`config.mk`:
```
export PLATFORM = sky130hd
export DESIGN_NAME = iqc_queue_cfg
export DESIGN_NICKNAME = d
export VERILOG_FILES = /design/src/iqc_pkg.sv /design/src/iqc_queue_cfg.sv
export VERILOG_INCLUDE_DIRS = /design/src /design/src/src
export SDC_FILE = /design/constraint.sdc
export NUM_CORES = 2
export LEC_CHECK = 0
export ABC_AREA = 1
export ABC_CLOCK_PERIOD_IN_PS = 5100
export BUFFER_PORTS_ARGS = -buffer_cell sky130_fd_sc_hd__buf_4
export CAP_MARGIN = 20
export CORE_ASPECT_RATIO = 0.6
export CORE_MARGIN = 5
export CORE_UTILIZATION = 55
export CTS_CLUSTER_DIAMETER = 80
export DETAILED_ROUTE_END_ITERATION = 16
export PLACE_DENSITY = 0.79
export SLEW_MARGIN = 10
export SYNTH_ARGS = -nofsm -noshare
export SYNTH_HDL_FRONTEND = slang
export SYNTH_SLANG_ARGS = --single-unit
```
`constraint.sdc`:
```
create_clock -name i_mclk -period 5.1 [get_ports i_mclk]
set_input_delay 0.765 -clock i_mclk [delete_from_list [all_inputs] [get_ports i_mclk]]
set_output_delay 0.765 -clock i_mclk [all_outputs]
set_load 0.02 [all_outputs]
```
`src/iqc_map.svh`:
```
// register offsets, field positions, reset values and vector codes of the queue command block
`ifndef IQC_MAP_SVH
`define IQC_MAP_SVH
`define IQC_OFF_CMD 4'h0
`define IQC_OFF_STS 4'h4
`define IQC_OFF_CLR 4'h8
`define IQC_OFF_ENA 4'hc
`define IQC_CMD_RST 32'h0000_0200
`define IQC_CMD_WMASK 32'hff30_0200
`define IQC_BIT_AR 0
`define IQC_BIT_MASK 9
`define IQC_POLL_LO 10
`define IQC_RX_LO 28
`define IQC_TX_LO 24
`define IQC_BIT_CFGQ 21
`define IQC_BIT_PERQ 20
`define IQC_STS_ACK 0
`define IQC_STS_FAIL 1
`define IQC_STS_PERQ 18
`define IQC_QCFG 4'd8
`define IQC_QPER 4'd9
`define IQC_NQ 4'd10
`define IQC_VEC_ACK 32'h0000_00a1
`define IQC_VEC_FAIL 32'h0000_00af
`endif

```
`src/iqc_pkg.sv`:
```
// types shared by the queue command block
package iqc_pkg;
  typedef enum logic [2:0] {ST_IDLE, ST_SCAN, ST_FETCH, ST_REPORT, ST_PUSH} iqc_state_t;
  typedef logic [3:0] iqc_qidx_t;
endpackage

```
`src/iqc_queue_cfg.sv`:
```
// global command register, queue configuration engine and vector writer
//
// Behaviour
// RULE_01 - command bits 31..28 select receive queues of channels 3..0 for configuration
// RULE_02 - command bits 27..24 select transmit queues of channels 3..0 for configuration
// RULE_03 - receive vectors go into their channel queue once that queue is configured
// RULE_04 - bit 21 selects the configuration queue, which takes acknowledge and fail vectors
// RULE_05 - selection acts only on an action request; unselected queues keep their setup
// RULE_06 - each selected queue has base and length fetched and applied on the request
// RULE_07 - software loads base and length before issuing the action request
// RULE_08 - action request bit clears itself; after all fetches, acknowledge or fail is flagged
// RULE_09 - mask bit resets to one; while one, no acknowledge or fail vector is written
// RULE_10 - transmit poll bits self-clear and act only on a held channel
// RULE_11 - bit 20 selects the peripheral queue fed by the local bus interface
// RULE_12 - unused command bits read zero and ignore writes
//
// Added by the designer: the Avalon-MM interface to the registers.
`timescale 1ns/1ps
`include "iqc_map.svh"
module iqc_queue_cfg
#(
  parameter int LEN_W = 16
)
(
  input wire logic i_mclk,
  input wire logic i_nrst,
  input wire logic i_ce,
  input wire logic [3:0] i_avs_address,
  input wire logic i_avs_read,
  input wire logic i_avs_write,
  input wire logic [31:0] i_avs_writedata,
  output logic [31:0] o_avs_readdata,
  output logic o_avs_waitrequest,
  output logic o_irq,
  output logic o_rd_req,
  output iqc_pkg::iqc_qidx_t o_rd_qidx,
  input wire logic i_rd_ack,
  input wire logic i_rd_err,
  input wire logic [31:0] i_rd_base,
  input wire logic [LEN_W-1:0] i_rd_len,
  input wire logic i_vec_valid,
  input wire iqc_pkg::iqc_qidx_t i_vec_qidx,
  input wire logic [31:0] i_vec_data,
  output logic o_vec_ready,
  output logic o_mem_wr,
  output logic [31:0] o_mem_addr,
  output logic [31:0] o_mem_data,
  input wire logic [3:0] i_tx_held,
  output logic [3:0] o_tx_poll
);
  import iqc_pkg::*;

  logic [31:0] cmd_r;
  logic [31:0] sts_r;
  logic [31:0] ena_r;
  logic [31:0] sts_set_r;
  logic wait_r;
  logic [31:0] rdata_r;
  logic ar_go_r;
  logic [9:0] ar_sel_r;
  logic [3:0] poll_r;
  logic irq_r;
  iqc_state_t st_r;
  logic [9:0] sel_r;
  iqc_qidx_t qi_r;
  logic fail_r;
  logic rd_req_r;
  logic vec_rdy_r;
  iqc_qidx_t push_q_r;
  logic [31:0] push_d_r;
  logic mem_wr_r;
  logic [31:0] mem_addr_r;
  logic [31:0] mem_data_r;
  logic [9:0] q_ok_r;
  logic [31:0] q_base_r [10];
  logic [LEN_W-1:0] q_len_r [10];
  logic [LEN_W-1:0] q_ptr_r [10];
  logic acc;
  logic busy;

  // queue index order: rx ch0..3, tx ch0..3, config, peripheral
  function automatic logic [9:0] sel_of(input logic [31:0] w);
    sel_of = {w[`IQC_BIT_PERQ], w[`IQC_BIT_CFGQ], w[`IQC_TX_LO +: 4], w[`IQC_RX_LO +: 4]};
  endfunction

  // status bit that reports a vector written into queue q
  function automatic logic [31:0] sts_bit(input iqc_qidx_t q);
    logic [31:0] m;
    m = 32'h0;
    if (q < 4'd4)
    begin
      m[`IQC_RX_LO + 32'(q)] = 1'b1;
    end
    else if (q < `IQC_QCFG)
    begin
      m[`IQC_TX_LO + 32'(q) - 4] = 1'b1;
    end
    else if (q == `IQC_QCFG)
    begin
      m[`IQC_BIT_CFGQ] = 1'b1;
    end
    else
    begin
      m[`IQC_STS_PERQ] = 1'b1;
    end
    sts_bit = m;
  endfunction

  assign acc = (i_avs_read || i_avs_write) && !wait_r;
  assign busy = (st_r != ST_IDLE) || ar_go_r;

  // one wait cycle per access; read data loads on the edge that drops waitrequest, write data lands on the edge that sees it low
  always_ff @(posedge i_mclk or negedge i_nrst)
  begin
    if (!i_nrst)
    begin
      wait_r <= 1'b1;
      rdata_r <= 32'h0;
    end
    else if (i_ce)
    begin
      if (acc)
      begin
        wait_r <= 1'b1;
      end
      else if (i_avs_read || i_avs_write)
      begin
        wait_r <= 1'b0;
        rdata_r <= 32'h0;
        if (i_avs_read)
        begin
          unique case (i_avs_address)
            `IQC_OFF_CMD: rdata_r <= (cmd_r & `IQC_CMD_WMASK) | {31'h0, busy}; // RULE_12
            `IQC_OFF_STS: rdata_r <= sts_r;
            `IQC_OFF_ENA: rdata_r <= ena_r;
            default: rdata_r <= 32'h0;
          endcase
        end
      end
    end
  end

  // command register; action request and poll bits are never stored
  always_ff @(posedge i_mclk or negedge i_nrst)
  begin
    if (!i_nrst)
    begin
      cmd_r <= `IQC_CMD_RST; // RULE_09
      ena_r <= 32'h0;
      ar_go_r <= 1'b0;
      ar_sel_r <= 10'h0;
      poll_r <= 4'h0;
    end
    else if (i_ce)
    begin
      ar_go_r <= 1'b0;
      poll_r <= 4'h0;
      if (acc && i_avs_write && i_avs_address == `IQC_OFF_CMD)
      begin
        cmd_r <= i_avs_writedata & `IQC_CMD_WMASK; // RULE_12
        // poll only counts while the channel sits on a held descriptor
        poll_r <= i_avs_writedata[`IQC_POLL_LO +: 4] & i_tx_held; // RULE_10
        // a request during a running one is dropped; the running one still reports
        if (i_avs_writedata[`IQC_BIT_AR] && !busy)
        begin
          ar_go_r <= 1'b1; // RULE_08
          ar_sel_r <= sel_of(i_avs_writedata); // RULE_01 RULE_02 RULE_04 RULE_11
        end
      end
      if (acc && i_avs_write && i_avs_address == `IQC_OFF_ENA)
      begin
        ena_r <= i_avs_writedata;
      end
    end
  end

  // sticky status; a new event beats a clear in the same cycle
  always_ff @(posedge i_mclk or negedge i_nrst)
  begin
    if (!i_nrst)
    begin
      sts_r <= 32'h0;
      irq_r <= 1'b0;
    end
    else if (i_ce)
    begin
      if (acc && i_avs_write && i_avs_address == `IQC_OFF_CLR)
      begin
        sts_r <= (sts_r & ~i_avs_writedata) | sts_set_r;
      end
      else
      begin
        sts_r <= sts_r | sts_set_r;
      end
      irq_r <= |(sts_r & ena_r);
    end
  end

  // configuration engine and vector writer share one sequencer, so queue state has one owner
  always_ff @(posedge i_mclk or negedge i_nrst)
  begin
    if (!i_nrst)
    begin
      st_r <= ST_IDLE;
      sel_r <= 10'h0;
      qi_r <= 4'h0;
      fail_r <= 1'b0;
      rd_req_r <= 1'b0;
      vec_rdy_r <= 1'b0;
      push_q_r <= 4'h0;
      push_d_r <= 32'h0;
      mem_wr_r <= 1'b0;
      mem_addr_r <= 32'h0;
      mem_data_r <= 32'h0;
      sts_set_r <= 32'h0;
      q_ok_r <= 10'h0;
      for (int i = 0; i < 10; i++)
      begin
        q_base_r[i] <= 32'h0;
        q_len_r[i] <= '0;
        q_ptr_r[i] <= '0;
      end
    end
    else if (i_ce)
    begin
      vec_rdy_r <= 1'b0;
      mem_wr_r <= 1'b0;
      sts_set_r <= 32'h0;
      unique case (st_r)
        ST_IDLE:
        begin
          if (ar_go_r)
          begin
            sel_r <= ar_sel_r; // RULE_05
            qi_r <= 4'h0;
            fail_r <= 1'b0;
            st_r <= ST_SCAN;
          end
          else if (i_vec_valid)
          begin
            vec_rdy_r <= 1'b1;
            push_q_r <= i_vec_qidx;
            push_d_r <= i_vec_data;
            st_r <= ST_PUSH;
          end
        end
        ST_SCAN:
        begin
          if (qi_r == `IQC_NQ)
          begin
            st_r <= ST_REPORT;
          end
          else if (sel_r[qi_r])
          begin
            rd_req_r <= 1'b1; // RULE_06
            st_r <= ST_FETCH;
          end
          else
          begin
            qi_r <= qi_r + 4'd1; // RULE_05
          end
        end
        ST_FETCH:
        begin
          if (i_rd_ack)
          begin
            rd_req_r <= 1'b0;
            // base and length must already be loaded; zero length is a failed setup
            if (i_rd_err || i_rd_len == '0) // RULE_07
            begin
              fail_r <= 1'b1;
            end
            else
            begin
              q_base_r[qi_r] <= i_rd_base; // RULE_06
              q_len_r[qi_r] <= i_rd_len;
              q_ptr_r[qi_r] <= '0;
              q_ok_r[qi_r] <= 1'b1;
            end
            qi_r <= qi_r + 4'd1;
            st_r <= ST_SCAN;
          end
        end
        ST_REPORT:
        begin
          sts_set_r[fail_r ? `IQC_STS_FAIL : `IQC_STS_ACK] <= 1'b1; // RULE_08
          push_q_r <= `IQC_QCFG; // RULE_04
          push_d_r <= fail_r ? `IQC_VEC_FAIL : `IQC_VEC_ACK;
          st_r <= cmd_r[`IQC_BIT_MASK] ? ST_IDLE : ST_PUSH; // RULE_09
        end
        ST_PUSH:
        begin
          // vectors for a queue that was never set up are dropped
          if (push_q_r < `IQC_NQ && q_ok_r[push_q_r]) // RULE_03 RULE_11
          begin
            mem_wr_r <= 1'b1;
            mem_addr_r <= q_base_r[push_q_r] + {{(30-LEN_W){1'b0}}, q_ptr_r[push_q_r], 2'b00};
            mem_data_r <= push_d_r;
            q_ptr_r[push_q_r] <= (q_ptr_r[push_q_r] + 1'b1 == q_len_r[push_q_r]) ?
              '0 : q_ptr_r[push_q_r] + 1'b1;
            sts_set_r <= sts_bit(push_q_r);
          end
          st_r <= ST_IDLE;
        end
      endcase
    end
  end

  assign o_avs_readdata = rdata_r;
  assign o_avs_waitrequest = wait_r;
  assign o_irq = irq_r;
  assign o_rd_req = rd_req_r;
  assign o_rd_qidx = qi_r;
  assign o_vec_ready = vec_rdy_r;
  assign o_mem_wr = mem_wr_r;
  assign o_mem_addr = mem_addr_r;
  assign o_mem_data = mem_data_r;
  assign o_tx_poll = poll_r;
endmodule

```
* Yosys cells after proc, flatten, opt, wreduce, memory -nomap -nowiden
Cells that the tools add are included.
** Storage, ports and cells
- Register bits :: 927
- Input port bits :: 132
- Output and inout bits :: 109
- Logic and storage cells :: 239
** Operators by class
- $add $sub $neg :: 6
- $lt $le $gt $ge :: 16
- Eq/ne operators :: 22
- Multiplexer cells :: 86
- Bitwise logic cells :: 14
- Reduce and logical (&&, ||, !) cells :: 43
** Operators by type and width (count)
- $mux W160 :: 3
- $bwmux W160 :: 2
- $bwmux W320 :: 1
- $pmux W160 S2 :: 1
- $mux W32 :: 9
- $and A160 B160 Y160 :: 1
- $not A160 Y160 :: 1
- $bmux W16 S4 :: 2
- $bmux W32 S4 :: 1
- $demux W16 S4 :: 2
- $demux W32 S4 :: 1
- $pmux W32 S2 :: 2
- $mux W16 :: 7
- $pmux W32 S3 :: 1
- $and A32 B32 Y32 :: 2
- $or A32 B32 Y32 :: 2
- $add A32 B18 Y32 :: 1
- $ge A32 B1 Y1 const B :: 1
- $lt A32 B6 Y1 const B :: 1
- $mux W4 :: 8
- $not A32 Y32 :: 1
- $or A32 B1 Y32 :: 1
- $reduce_or A32 Y1 :: 1
- $mux W1 :: 26
- other kinds (50) :: 109

* Depth between registers and ports, before layout
- Depth after elaboration :: 10
- Depth in mapped cells :: 30
- Mapped depth without buffers :: 24

* Worst setup path before layout
No wires, ideal clock.
- Path kind :: reg2reg
- From :: register push_q_r[2]
- To :: register mem_addr_r[28] (netlist: o_mem_addr[28])
- Data arrival time :: 4883 ps
- Data required time :: 4982 ps
- Slack :: 99 ps
- Stages on the path, launching flop included :: 26
- Buffers on the path :: 7
- Path through :: dfrtp_1 buf_2 buf_2 buf_1 clkbuf_1 clkbuf_1 clkbuf_1 buf_1 o21ai_0 o221ai_1 ha_1 inv_1 fa_1 nand3b_1 nand2_1 a21oi_1 o21ai_0 a21boi_0 o21ai_0 a21boi_0 o21ai_0 nand2_1 nor2_1 nand3_1 nand3_1 nand2_1
** Between the ends
- Longest elaborated chain between the ends :: 5
- Elaborated cells on any way between the ends :: 13
- Those cells by class :: 1 x add/sub; 1 x order compare; 8 x mux; 1 x bitwise; 2 x reduce/logical
** RTL lines
- start, declared :: RTL line iqc_queue_cfg.sv:69 : iqc_qidx_t push_q_r;
- start signal, assigned :: RTL line iqc_queue_cfg.sv:242 : push_q_r <= i_vec_qidx;
- start signal, assigned :: RTL line iqc_queue_cfg.sv:287 : push_q_r <= `IQC_QCFG;
- $not A4 Y5 (not written as such) :: RTL line iqc_queue_cfg.sv:297 : mem_addr_r <= q_base_r[push_q_r] + {{(30-LEN_W){1'b0}}, q_ptr_r[push_q_r], 2'b00};
- $bmux W32 S4 or $bmux W16 S4 (tied branches) :: RTL line iqc_queue_cfg.sv:297
- $mux W32 (not written as such) or $mux W16 (tied branches) (2 in a row) :: RTL line iqc_queue_cfg.sv:297
- $add A32 B18 Y32 :: RTL line iqc_queue_cfg.sv:297
- end signal, assigned :: RTL line iqc_queue_cfg.sv:297
- end, declared :: RTL line iqc_queue_cfg.sv:72 : logic [31:0] mem_addr_r;
Parallel ways exist; a longest one is shown, timed or not. The select of a mux whose other input is x is not followed.
A chain may end at the register's enable or synchronous reset.

* Final worst setup path
- From :: register push_q_r[0]
- To :: register mem_addr_r[24] (netlist: o_mem_addr[24])
The elaborated chain is that of the path after synthesis.

==> key figures <==
Worst setup path
  • Critical path buffers and inverters: 2
  • Critical path type: reg -> reg
  • Worst setup path start: push_q_r[0]
  • Family with the most delay on the worst path: compound AO/OA/AOI/OAI gates
  • CP endpoint kind: flop
  • CP Launch Type: flop
  • Max stage delay on crit path: 480 ps
  • CP max FO: 36
  • R2R Setup Slk: 370 ps
  • R2r startpoint: push_q_r[0]
  • Critical Path AT: 5310 ps
  • Worst Setup EP: o_mem_addr[24]
  • Slowest CP cell: dfrtp_1
  • Most frequent CP cell: nand2_1
  • Worst reg2reg endpoint: o_mem_addr[24]
  • Stages on the worst setup path: 19
  • Critical Path, Cell by Cell: nand2_2 > nor2_1 > inv_1 > buf_4 > o221ai_1 > ha_1 > a21oi_1 > nand2_1 > a21oi_1 > o21ai_0 > a21boi_0 > o21ai_1 > a21boi_0 > o21ai_2 > nand2_1 > nor2_1 > or2_0 > nand3_1 > nand2_1
  • R2R depth: 19
  • Crit path required time: 5680 ps

Floorplan
  • Die height: 234 microns
  • Boundary pin count: 241
  • CORE AREA: 0.0832 sq mm
  • Initial Util: 55.3%
  • Total die area: 0.0898 sq mm
  • Die X: 384 microns
  • Core Rows: 82

Placed design
  • Detailed placement HPWL: 103000 microns
  • Placement Cell Area: 0.0491 sq mm
  • Final GP Congestion: 1.05
  • Port bufs: 240

Synth
  • Synth warn: 0
  • Top FF cell, synth: dfrtp_1
  • Register area share after synthesis: 50.4%
  • Post-synthesis cell type count: 60
  • Mapped cell area: 0.0461 sq mm
  • #FFs+latches synth: 927
  • Post-Synthesis Cells: 6004
  • EDFF count, synth: 0
  • Async SR Flop Fraction: 100%
  • Post-Synthesis Mean Instance Area: 7.67 sq um
  • Synthesized Nets: 6166

GRT
  • GR Util All Layers: 34.4%
  • Initial antenna violation count: 6
  • GR Overflow Total: 0
  • Number of global-route vias before repair: 40700
  • Pin count of the biggest net entering global routing: 170
  • First-pass GRT wire length: 240000 microns

Route
  • Post-Route WL: 157000 microns
  • Via/cell ratio: 6.00
  • Antenna-violating nets left: 0
  • Number of remaining DRC errors: 0
  • Total number of vias: 43700
  • Initial drt markers: 6724
  • Wire per inst: 21.5 microns
  • Pre-Repair DR Iteration Count: 8

Pwr
  • Pwr Density: 614 mW/mm^2
  • Lkg Pwr: 27.1 nW
  • VDD IR-drop max: 0.491 mV

Clocking
  • Worst-Skew Late Latency: 700 ps
  • Setup Buffers After CTS: 0
  • Hold Buf Count CTS: 0
  • Worst-path clk slew: 70 ps
  • Clock tree from TritonCTS: done
  • CTS Buf Count: 86
  • Number of clock sinks: 927
  • Post-CTS sizing: 0
  • CTS root buffer: clkbuf_16
  • H-tree levels: 3
  • Max Root-Sink Buffers: 3

Timing
  • Tightest Pin Transition: 1130 ps
  • Achievable clock frequency: 211 MHz
  • Fin crit period: 4730 ps
  • Final clock skew: 34.0 ps
  • Final Cycle Share: 92.8%
  • Setup TNS: 0 ps
  • Max-slew violation count: 0
  • Hold Vio Cnt, Final: 0
  • Unrepaired setup endpoints after global routing: false
  • Max-Slew Margin vs Limit: 24.6%
  • Final setup fails: 0

Cells and area
  • Most frequent cells in the layout: nand2_1 (1704), dfrtp_1 (924), inv_1 (790)
  • Nets@finish: 6247
  • Fin util: 62.5%
  • Most common cell after layout, fill and taps aside: nand2_1
  • Cell area after layout: 0.0520 sq mm
  • Area delta synth->final: 12.9%
  • Layout cell share with drive strength beyond 1: 9.71%
  • Fillers: 6960

Min path
  • Min-Delay Path Class: in -> async

Run status
  • Status: complete, no violations

Run
  • Max_cap viols: 0
cells by family (layout without fill, tap and decap cells):
logic type      after synthesis  count (layout)  synth area share [%]
buf+inv                    1224            1370                  10.5
other cells                   0               4                     0
compound gates             1184            1184                  14.7
xor+xnor                     25              25                 0.508
fa+ha+maj                    30              30                 0.831
simple gates               2614            2614                  23.1
flops                       927             927                  50.4
synthesized netlist by cell type (11+ instances only):
cell type  instances  area (sq um)
a21oi_1          246          1230
a221oi_1          36           315
a22o_1            19           166
a22oi_1           29           218
a31oi_1           11          68.8
buf_1             56           210
buf_2             63           315
buf_4             13          97.6
buf_6             13           146
clkbuf_1         263           987
dfrtp_1          925         23100
ha_1              29           363
inv_1            795          2980
nand2_1         1705          6400
nand3_1          333          1670
nand4_1           25           156
nor2_1           343          1290
nor3_1           172           861
o2111ai_1         18           158
o211ai_1          15           113
o21ai_0          588          2940
o221ai_1          32           280
o22ai_1          148           926
xnor2_1           11          96.3
xor2_1            13           114
per-layer routing:
| metal | wire length, microns | part of all wire [%] | global-route usage [%] |
|---|---|---|---|
| met5 | 150 | 0.096 | 0 |
| met2 | 62600 | 40 | 46.5 |
| met1 | 62800 | 40 | 49.7 |
| met4 | 4990 | 3.2 | 10.4 |
| met3 | 26400 | 17 | 15.2 |
per-stage QoR:
step,hold WS (ps),worst slack [ps],power (mW),cells
floorplan,423,98.5,18.5,6004
global placement,434,200,23.9,7127
detailed placement,441,40.1,24.2,7128
CTS,114,1.53,31.0,7281
global route,155,113,33.2,7287
finish,98.6,367,31.9,7288
worst min path at each step:
stage                    from           end  slack [ps]  cells after the start
floorplan           q_ok_r[8]     q_ok_r[8]         420                      2
CTS                    i_nrst  q_base_r[77]         110                      1
detailed placement  q_ok_r[6]     q_ok_r[6]         440                      2
finish                 i_nrst  q_base_r[77]         100                      1
global placement    q_ok_r[5]     q_ok_r[5]         430                      2
global route           i_nrst  q_base_r[77]         150                      1
registers in the layout, indices dropped and copies added (netlist names), 11 cells and up:
signal,count
q_len_r,160
sts_r,32
o_mem_data,32
o_avs_readdata,32
ena_r,32
sts_set_r,32
push_d_r,32
cmd_r,11
q_ptr_r,160
o_mem_addr,32
q_base_r,320
power by group:
group,switching [mW],internal (mW),leakage (nW),total [mW]
clock,3.00,3.75,1.40,6.75
sequential,0.786,8.69,10.7,9.47
combinational,11.1,4.59,15.0,15.7
total,14.9,17.0,27.1,31.9
cell type report:
cell class	count	area, sq um	share of cell area [%]
tap	1134	1420	2.73
timing repair buffer	401	3320	6.39
clock buffer	114	2370	4.56
inverter	816	3070	5.91
multi-input combinational	3853	18100	34.8
sequential	927	23200	44.6
antenna	4	10.0	0.0193
clock inverter	39	487	0.936
Power figures use the tool's default switching activity.
